===== config.mk =====
export PLATFORM = sky130hd
export DESIGN_NAME = sa_ctrl
export DESIGN_NICKNAME = d
export VERILOG_FILES = /design/src/hdl/sa_pkg.sv /design/src/hdl/sa_sync.sv /design/src/hdl/sa_edge.sv /design/src/hdl/sa_ctrl.sv
export SDC_FILE = /design/constraint.sdc
export NUM_CORES = 1
export LEC_CHECK = 0
export BUFFER_PORTS_ARGS = -buffer_cell sky130_fd_sc_hd__buf_2
export CORE_ASPECT_RATIO = 1.5
export CORE_MARGIN = 8
export CORE_UTILIZATION = 60
export DETAILED_ROUTE_END_ITERATION = 8
export GPL_TIMING_DRIVEN = 0
export HOLD_SLACK_MARGIN = 0.02
export PLACE_DENSITY = 0.76
export SLEW_MARGIN = 20
export SYNTH_ARGS = -nofsm -noshare
export SYNTH_HDL_FRONTEND = slang
export SYNTH_SLANG_ARGS = --single-unit

===== constraint.sdc =====
create_clock -name clk_sys -period 3.1 [get_ports clk_sys]
set_input_delay 0.31 -clock clk_sys [delete_from_list [all_inputs] [get_ports clk_sys]]
set_output_delay 0.31 -clock clk_sys [all_outputs]
set_load 0.02 [all_outputs]

===== src/hdl/sa_pkg.sv =====
// shared constants for the step attenuator control port
package sa_pkg;
    // frame layout: attenuation word in bits 7..0, address word in bits 15..8
    localparam int FRAME_W = 16;
    localparam int ATT_W = 6;
    localparam int STRAP_W = 3;
    localparam int ATT_LO = 1;
    localparam int ATT_HI = 6;
    localparam int ADDR_LO = 8;
    localparam int ADDR_HI = 10;
    localparam int FRAME_MSB = 15;
    // attenuation codes in half-dB steps
    localparam logic [5:0] ATT_MAX = 6'h3F;
    localparam logic [5:0] ATT_REF = 6'h00;
    localparam logic [15:0] FRAME_RST = 16'h0000;
    // timing
    localparam int CLK_PERIOD_NS = 5;
    localparam int DIRECT_DELAY_NS = 4000;
    localparam int DIRECT_DELAY_CYC = DIRECT_DELAY_NS / CLK_PERIOD_NS;
    localparam int CNT_W = 10;
    // cycles after reset release before synchronised pins are trusted
    localparam int SETTLE_CYC = 3;
    // pin synchroniser width: select, strobe, data, clock, out pin, three straps
    localparam int PIN_W = 8;
    localparam int PIN_SEL = 0;
    localparam int PIN_LE = 1;
    localparam int PIN_SDI = 2;
    localparam int PIN_SCLK = 3;
    localparam int PIN_SDO = 4;
    localparam int PIN_A0 = 5;
    localparam int PIN_A1 = 6;
    localparam int PIN_A2 = 7;
endpackage


===== src/hdl/sa_sync.sv =====
// two-flop synchroniser for pin inputs
`timescale 1ns/1ps
module sa_sync
    import sa_pkg::*;
#(
    parameter int WIDTH = PIN_W
) (
    // clock and reset
    input wire logic clk_sys,
    input wire logic rstn,
    // asynchronous pins in, synchronised levels out
    input wire logic [WIDTH-1:0] pinAsync,
    output logic [WIDTH-1:0] pinSync
);
    typedef struct packed {
        logic [WIDTH-1:0] meta;
        logic [WIDTH-1:0] stable;
    } sa_sync_state_t;

    sa_sync_state_t state_ff;
    sa_sync_state_t nxt_state;

    // first stage feeds only the second stage
    always_comb begin
        nxt_state.meta = pinAsync;
        nxt_state.stable = state_ff.meta;
    end

    // register both stages
    always_ff @(posedge clk_sys) begin
        if (!rstn) begin
            state_ff <= '0;
        end else begin
            state_ff <= nxt_state;
        end
    end

    assign pinSync = state_ff.stable;
endmodule


===== src/hdl/sa_edge.sv =====
// rising edge finder for synchronised levels
`timescale 1ns/1ps
module sa_edge
    import sa_pkg::*;
#(
    parameter int WIDTH = 2
) (
    // clock and reset
    input wire logic clk_sys,
    input wire logic rstn,
    // level in, one-cycle rising pulse out
    input wire logic [WIDTH-1:0] level,
    output logic [WIDTH-1:0] rise
);
    typedef struct packed {
        logic [WIDTH-1:0] prev;
    } sa_edge_state_t;

    sa_edge_state_t state_ff;
    sa_edge_state_t nxt_state;

    // remember last level
    always_comb begin
        nxt_state.prev = level;
    end

    always_ff @(posedge clk_sys) begin
        if (!rstn) begin
            state_ff <= '0;
        end else begin
            state_ff <= nxt_state;
        end
    end

    assign rise = level & ~state_ff.prev;
endmodule


===== src/hdl/sa_ctrl.sv =====
// control port of a 6-bit step attenuator: serial addressable and parallel
// Operation
// [RL1] 16-bit shift register feeds latch on load
// [RL2] frame: attenuation byte first, then address, lsb-first
// [RL3] attenuation word equals dB times four
// [RL4] latch applies only when address matches straps
// [RL5] host sends unused frame bits as zero
// [RL6] serial input sampled on serial clock rise
// [RL7] serial output valid on falling clock edge
// [RL8] host holds strobe low, then pulses it
// [RL9] shift only while strobe low; rise transfers
// [RL10] select low parallel, high serial
// [RL11] six weighted parallel inputs share serial pins
// [RL12] latched parallel adopts inputs on strobe pulse
// [RL13] direct parallel follows inputs while strobe high
// [RL14] strobe low at power-up gives maximum
// [RL15] serial with strobe high starts at reference
// [RL16] floating strobe in parallel gives maximum
// [RL17] direct mode presets after four microseconds
// [RL18] floating direct inputs give 28 dB
// [RL19] host never switches modes on the fly
// [RL20] host lowers pins before serial-to-parallel change
// [RL21] host lowers pins, releases output before change
// [RL22] floating strap reads high, grounded low
// [RL23] oldest stage drives serial output for cascading
`timescale 1ns/1ps
module sa_ctrl
    import sa_pkg::*;
#(
    parameter int DIRECT_CYC = DIRECT_DELAY_CYC
) (
    // clock and reset
    input wire logic clk_sys,
    input wire logic rstn,
    // mode select and strobe pins
    input wire logic parSerSel,
    input wire logic latchStrobe,
    // serial_in / par_weight_half_db and serial clock / par_weight_one_db
    input wire logic serialIn,
    input wire logic serialClk,
    // serial_out / par_weight_two_db, a two-way pin
    input wire logic serialOutIn,
    output logic serialOut,
    output logic serialOutOe,
    // address straps / par weights four, eight, sixteen dB
    input wire logic addrStrapBit0,
    input wire logic addrStrapBit1,
    input wire logic addrStrapBit2,
    // attenuation state in half-dB steps and current mode
    output logic [ATT_W-1:0] attenState,
    output logic serialMode
);
    typedef enum {
        ST_SETTLE,
        ST_DIRECT_WAIT,
        ST_RUN
    } sa_ctrl_fsm_t;

    typedef struct packed {
        sa_ctrl_fsm_t st;
        logic [CNT_W-1:0] cnt;
        logic [FRAME_W-1:0] frame;
        logic [ATT_W-1:0] atten;
        logic serial_out;
        logic sdoOe;
        logic serMode;
    } sa_ctrl_state_t;

    localparam logic [CNT_W-1:0] SETTLE_LAST = CNT_W'(SETTLE_CYC - 1);
    localparam logic [CNT_W-1:0] DIRECT_LAST = CNT_W'(DIRECT_CYC - 1);

    sa_ctrl_state_t state_ff;
    sa_ctrl_state_t nxt_state;
    logic [PIN_W-1:0] pinAsync;
    logic [PIN_W-1:0] pinSync;
    logic [1:0] edgeLevel;
    logic [1:0] edgeRise;
    logic selS;
    logic leS;
    logic sdiS;
    logic sclkRise;
    logic leRise;
    logic [STRAP_W-1:0] strapS;
    logic [ATT_W-1:0] parBits;
    logic addrHit;

    // weighted parallel code from the shared pins, lsb is half a dB
    function automatic logic [ATT_W-1:0] par_code(input logic [PIN_W-1:0] p);
        par_code = {p[PIN_A2], p[PIN_A1], p[PIN_A0], p[PIN_SDO], p[PIN_SCLK], p[PIN_SDI]};
    endfunction

    // attenuation word is dB times four, so half-dB code sits in bits 6..1
    function automatic logic [ATT_W-1:0] word_code(input logic [FRAME_W-1:0] f);
        word_code = f[ATT_HI:ATT_LO];
    endfunction

    // every pin crosses two flops before use
    assign pinAsync = {addrStrapBit2, addrStrapBit1, addrStrapBit0, serialOutIn,
                       serialClk, serialIn, latchStrobe, parSerSel};

    sa_sync #(
        .WIDTH(PIN_W)
    ) u_sync (
        .clk_sys(clk_sys),
        .rstn(rstn),
        .pinAsync(pinAsync),
        .pinSync(pinSync)
    );

    // edges of serial clock and strobe
    assign edgeLevel = {pinSync[PIN_LE], pinSync[PIN_SCLK]};

    sa_edge #(
        .WIDTH(2)
    ) u_edge (
        .clk_sys(clk_sys),
        .rstn(rstn),
        .level(edgeLevel),
        .rise(edgeRise)
    );

    // decoded pin levels
    assign selS = pinSync[PIN_SEL];
    assign leS = pinSync[PIN_LE];
    assign sdiS = pinSync[PIN_SDI];
    assign sclkRise = edgeRise[0];
    assign leRise = edgeRise[1];
    assign strapS = {pinSync[PIN_A2], pinSync[PIN_A1], pinSync[PIN_A0]};
    assign parBits = par_code(pinSync);
    // [RL22] strap compare
    // straps come from the synchronised pins and are compared with frame bits 10..8
    assign addrHit = (state_ff.frame[ADDR_HI:ADDR_LO] == strapS);

    // next-state logic for the whole port
    always_comb begin
        nxt_state = state_ff;
        // [RL10] mode select
        nxt_state.serMode = selS;
        nxt_state.sdoOe = selS;
        case (state_ff.st)
            ST_SETTLE: begin
                nxt_state.cnt = state_ff.cnt + CNT_W'(1);
                if (state_ff.cnt == SETTLE_LAST) begin
                    nxt_state.cnt = '0;
                    nxt_state.st = ST_RUN;
                    if (selS && leS) begin
                        // [RL15] serial reference start
                        nxt_state.atten = ATT_REF;
                    end else if (!selS && leS) begin
                        // [RL17] direct preset delay
                        nxt_state.st = ST_DIRECT_WAIT;
                        nxt_state.atten = ATT_MAX;
                    end else begin
                        // [RL14] maximum at power-up
                        // [RL16] floating strobe reads low
                        nxt_state.atten = ATT_MAX;
                    end
                end
            end
            ST_DIRECT_WAIT: begin
                nxt_state.cnt = state_ff.cnt + CNT_W'(1);
                if (state_ff.cnt == DIRECT_LAST) begin
                    // [RL17] preset takes effect
                    // [RL18] open inputs give 28 dB
                    nxt_state.cnt = '0;
                    nxt_state.st = ST_RUN;
                    nxt_state.atten = parBits;
                end
            end
            ST_RUN: begin
                if (selS) begin
                    // [RL6] sample on clock rise
                    // [RL9] shift only with strobe low
                    if (sclkRise && !leS) begin
                        // [RL1] shift register step
                        // [RL2] first bit lands at bit 0
                        nxt_state.frame = {sdiS, state_ff.frame[FRAME_MSB:1]};
                        // [RL23] oldest bit drives output
                        // [RL7] valid before falling edge
                        nxt_state.serial_out = state_ff.frame[0];
                    end
                    // [RL4] address gated latch
                    // [RL3] word divided by two
                    if (leRise && addrHit) begin
                        nxt_state.atten = word_code(state_ff.frame);
                    end
                end else begin
                    // [RL11] weighted pins
                    // [RL13] direct follow
                    // [RL12] latched on strobe
                    if (leS) begin
                        nxt_state.atten = parBits;
                    end
                    nxt_state.serial_out = 1'b0;
                end
            end
            default: begin
                nxt_state.st = ST_SETTLE;
                nxt_state.cnt = '0;
            end
        endcase
    end

    // one register for all state
    always_ff @(posedge clk_sys) begin
        if (!rstn) begin
            state_ff.st <= ST_SETTLE;
            state_ff.cnt <= '0;
            state_ff.frame <= FRAME_RST;
            state_ff.atten <= ATT_MAX;
            state_ff.serial_out <= 1'b0;
            state_ff.sdoOe <= 1'b0;
            state_ff.serMode <= 1'b0;
        end else begin
            state_ff <= nxt_state;
        end
    end

    // outputs straight from flops
    assign attenState = state_ff.atten;
    assign serialOut = state_ff.serial_out;
    assign serialOutOe = state_ff.sdoOe;
    assign serialMode = state_ff.serMode;
endmodule


==> impl_metrics.csv <==
group,metric,value,unit
sta,max-slew-margin-rel,0.536,
cts,worstSkewPairLatency,0.31,ns
sta,tightest_slew,0.690,ns
cells_and_area,fillers,357,
cts,clock-sinks,54,
cts,numCtsBuffers,5,
global_routing,grt_overflow,0,
detailed_routing,num_vias,2010,
global_routing,antenna_found_initial,0,
cts,htreeDepth,2,
setup_path,critPathLaunchType,"flip-flop",
pwr,powerDensity,594,mW/mm2
sta,maxSlewViolCount,0,
cells_and_area,register_area,0.00108,mm2
cts,cts_resized,0,
run_status,status,"complete, no violations",
place,gp_congestion,0.791,
cells_and_area,area_delta_synth_final,10.4,%
yosys,synth_ff_type,"dfxtp_1",
setup_path,critPathKind,"reg -> reg",
sta,tns,0,ns
pwr,peakVddDrop,0.493,mV
detailed_routing,wl,5170,um
yosys,synth_area_leader_cell,"dfxtp_1",
detailed_routing,drc,0,
sta,hold_violations,0,
sta,setup_violations,0,
sta,period_needed,2.25,ns
yosys,synthTopCellsByArea,"dfxtp_1, a21boi_0, nand2_1, and2_1, mux2i_1",
yosys,syn_inst,282,
place,dp_hpwl,3800,um
detailed_routing,wl_per_cell,14.6,um
global_routing,track_usage,0.160,
cells_and_area,fin_cells,354,
place,placedCellCount,346,
sta,setup_slack,0.855,ns
cells_and_area,final_nets,324,
cts,cts.hold.buffers_added,0,
worst_hold_path,min_from,"addrStrapBit0",
yosys,synth_fp_nets,299,
yosys,yosysWarningCount,0,
floorplanning,die_h,96.3,um
worst_hold_path,hold_class,"in -> reg",
sta,rsz0062_at_grt,"false",
setup_path,crit_start,"state_ff[35]$_SDFFE_PN0P_",
setup_path,rr_startpoint,"state_ff[35]$_SDFFE_PN0P_",
yosys,synth.cell_area,0.00258,mm2
floorplanning,die_area,0.00670,mm2
setup_path,worstPathMaxFanout,10,
cells_and_area,drive_above_1_share,0.185,
detailed_routing,ant_nets,0,
detailed_routing,viasPerCell,5.68,
detailed_routing,dr.pass1.iters,4,
job,drv_cap,0,
detailed_routing,drt_iter0_markers,96,
global_routing,grt_start_max_net_pins,18,
yosys,synth-seq-cells,54,
cts,max-clock-path-buffers,2,
floorplanning,core_area,0.00417,mm2
floorplanning,chipWidth,69.5,um
global_routing,grt_pass1_wl,8650,um
cts,clk_pin_slew_worst_paths,0.10,ns
yosys,syn_avg_cell_area,9.15,um2
floorplanning,rows,29,
cts,cts_tree,"done",
pwr,p_leak,1.09,nW
floorplanning,num_io_pins,19,
setup_path,worst-endpoint-required,3.30,ns
yosys,synth_sequential_area_ratio,0.419,
yosys,synth_edf_count,0,
setup_path,cp_data_arrival_time,2.44,ns
yosys,synthDistinctLibCells,49,
cells_and_area,antenna_cells,0,
sta,clock_skew,0.00916,ns
yosys,async_flop_share,0,
cells_and_area,multiInputGateArea,0.00132,mm2
cts,cts_setup_buffers,0,
place,place_ws,0.896,ns
floorplanning,initial_core_util,0.618,
setup_path,endpoint_kind,"flip-flop",
cts,root_buffer,"clkbuf_8",
place,portBuffers,18,
global_routing,grt_pass1_vias,1955,
sta,clock.fmax,0.445,GHz
sta,finalCritPeriodShare,0.724,
yosys,yosysTopAreaCellShare,0.419,
==> placed cells by master, fill, tap and decap left out, drive strengths merged, types with 2 or more instances in the layout <==
cell,n
a21boi,22
a31oi,2
dfxtp,54
xor2,3
a221o,4
or3,5
ha,7
nand3,20
mux2i,12
and2,20
nand2,40
nand3b,2
a21oi,8
o31ai,2
nor2b,4
and2b,3
or2b,2
inv,10
buf,28
nor4,2
nand4,2
nor3,2
clkbuf,21
o21ai,12
or2,2
a211o,2
==> cell usage after synthesis (all sizes together), types with 2 or more instances <==
cell and instances:
nor4 2, and2 20, a21boi 22, a221o 4, or3 5, a31oi 2, xor2 3, o31ai 2
nand2 40, nor2b 4, buf 10, nand4 2, or2 2, nand3 20, a21oi 8, and2b 3
nor3 2, inv 9, mux2i 12, o21ai 12, ha 7, clkbuf 15, or2b 2, dfxtp 54
nand3b 2, a211o 2
==> flip-flops by register name, indices dropped and copies added (netlist names) <==
register and count:
u_sync.nxt_state 8, u_edge.state_ff 2, u_sync.pinSync 8, serialMode 1
state_ff 28, serialOut 1, attenState 6
==> logic make-up (layout without fill, tap and decap cells) <==
group | after synthesis | in the layout | synth area share
compound gates | 62 | 62 | 0.192
xor+xnor | 3 | 3 | 0.0102
fa+ha+maj | 7 | 7 | 0.0339
buf+inv | 34 | 60 | 0.0693
flops | 54 | 54 | 0.419
mux | 12 | 12 | 0.0466
simple gates | 110 | 110 | 0.229
==> routing by layer <==
layer,global-route usage,part of all wire
met3,0.0320,0.021
met5,0,0
met1,0.156,0.41
met4,0.0943,0.031
met2,0.306,0.54
==> path summary, 6_finish.rpt <==
path	endpoint	slack [ns]	cells past startpoint
max reg2reg	state_ff[12]$_SDFFE_PN0P_	0.85	8
min reg2reg	u_sync.pinSync[0]$_SDFF_PN0_	0.44	1
max	state_ff[12]$_SDFFE_PN0P_	0.85	8
min	u_sync.nxt_state[5]$_SDFF_PN0_	0.20	2
==> worst max-delay path: stages (launching register included) <==
cell and delay (ns):
dfxtp_1 0.36, inv_1 0.11, ha_1 0.25, nor4bb_1 0.28, clkbuf_1 0.37, nand2_1 0.24, clkbuf_1 0.30, nand2_1 0.13
a21boi_0 0.09
==> area by class of cell <==
class | count | area share
Buffer | 25 | 0.0509
Multi-Input combinational cell | 194 | 0.463
Timing Repair Buffer | 18 | 0.0316
Inverter | 9 | 0.0119
Clock buffer | 6 | 0.0290
Sequential cell | 54 | 0.379
Clock inverter | 2 | 0.0136
Tap cell | 46 | 0.0202
==> through the flow <==
| step | total power [mW] | hold slack [ns] | area, um2 | util |
|---|---|---|---|---|
| after CTS | 1.71 | 0.192 | 2850 | 0.683 |
| after global placement | 1.21 | 0.414 | 2730 | 0.654 |
| after floorplan | 1.12 | 0.412 | 2580 | - |
| after detailed placement | 1.22 | 0.425 | 2730 | 0.654 |
| after global routing | 1.78 | 0.190 | 2850 | 0.683 |
| final | 1.69 | 0.202 | 2850 | 0.683 |
==> where the power goes <==
group	switching [mW]	internal, mW	total, mW
Combinational	0.242	0.191	0.433
Clock	0.227	0.266	0.493
Sequential	0.0341	0.733	0.767
No activity file was read; power rests on OpenSTA's default activity.
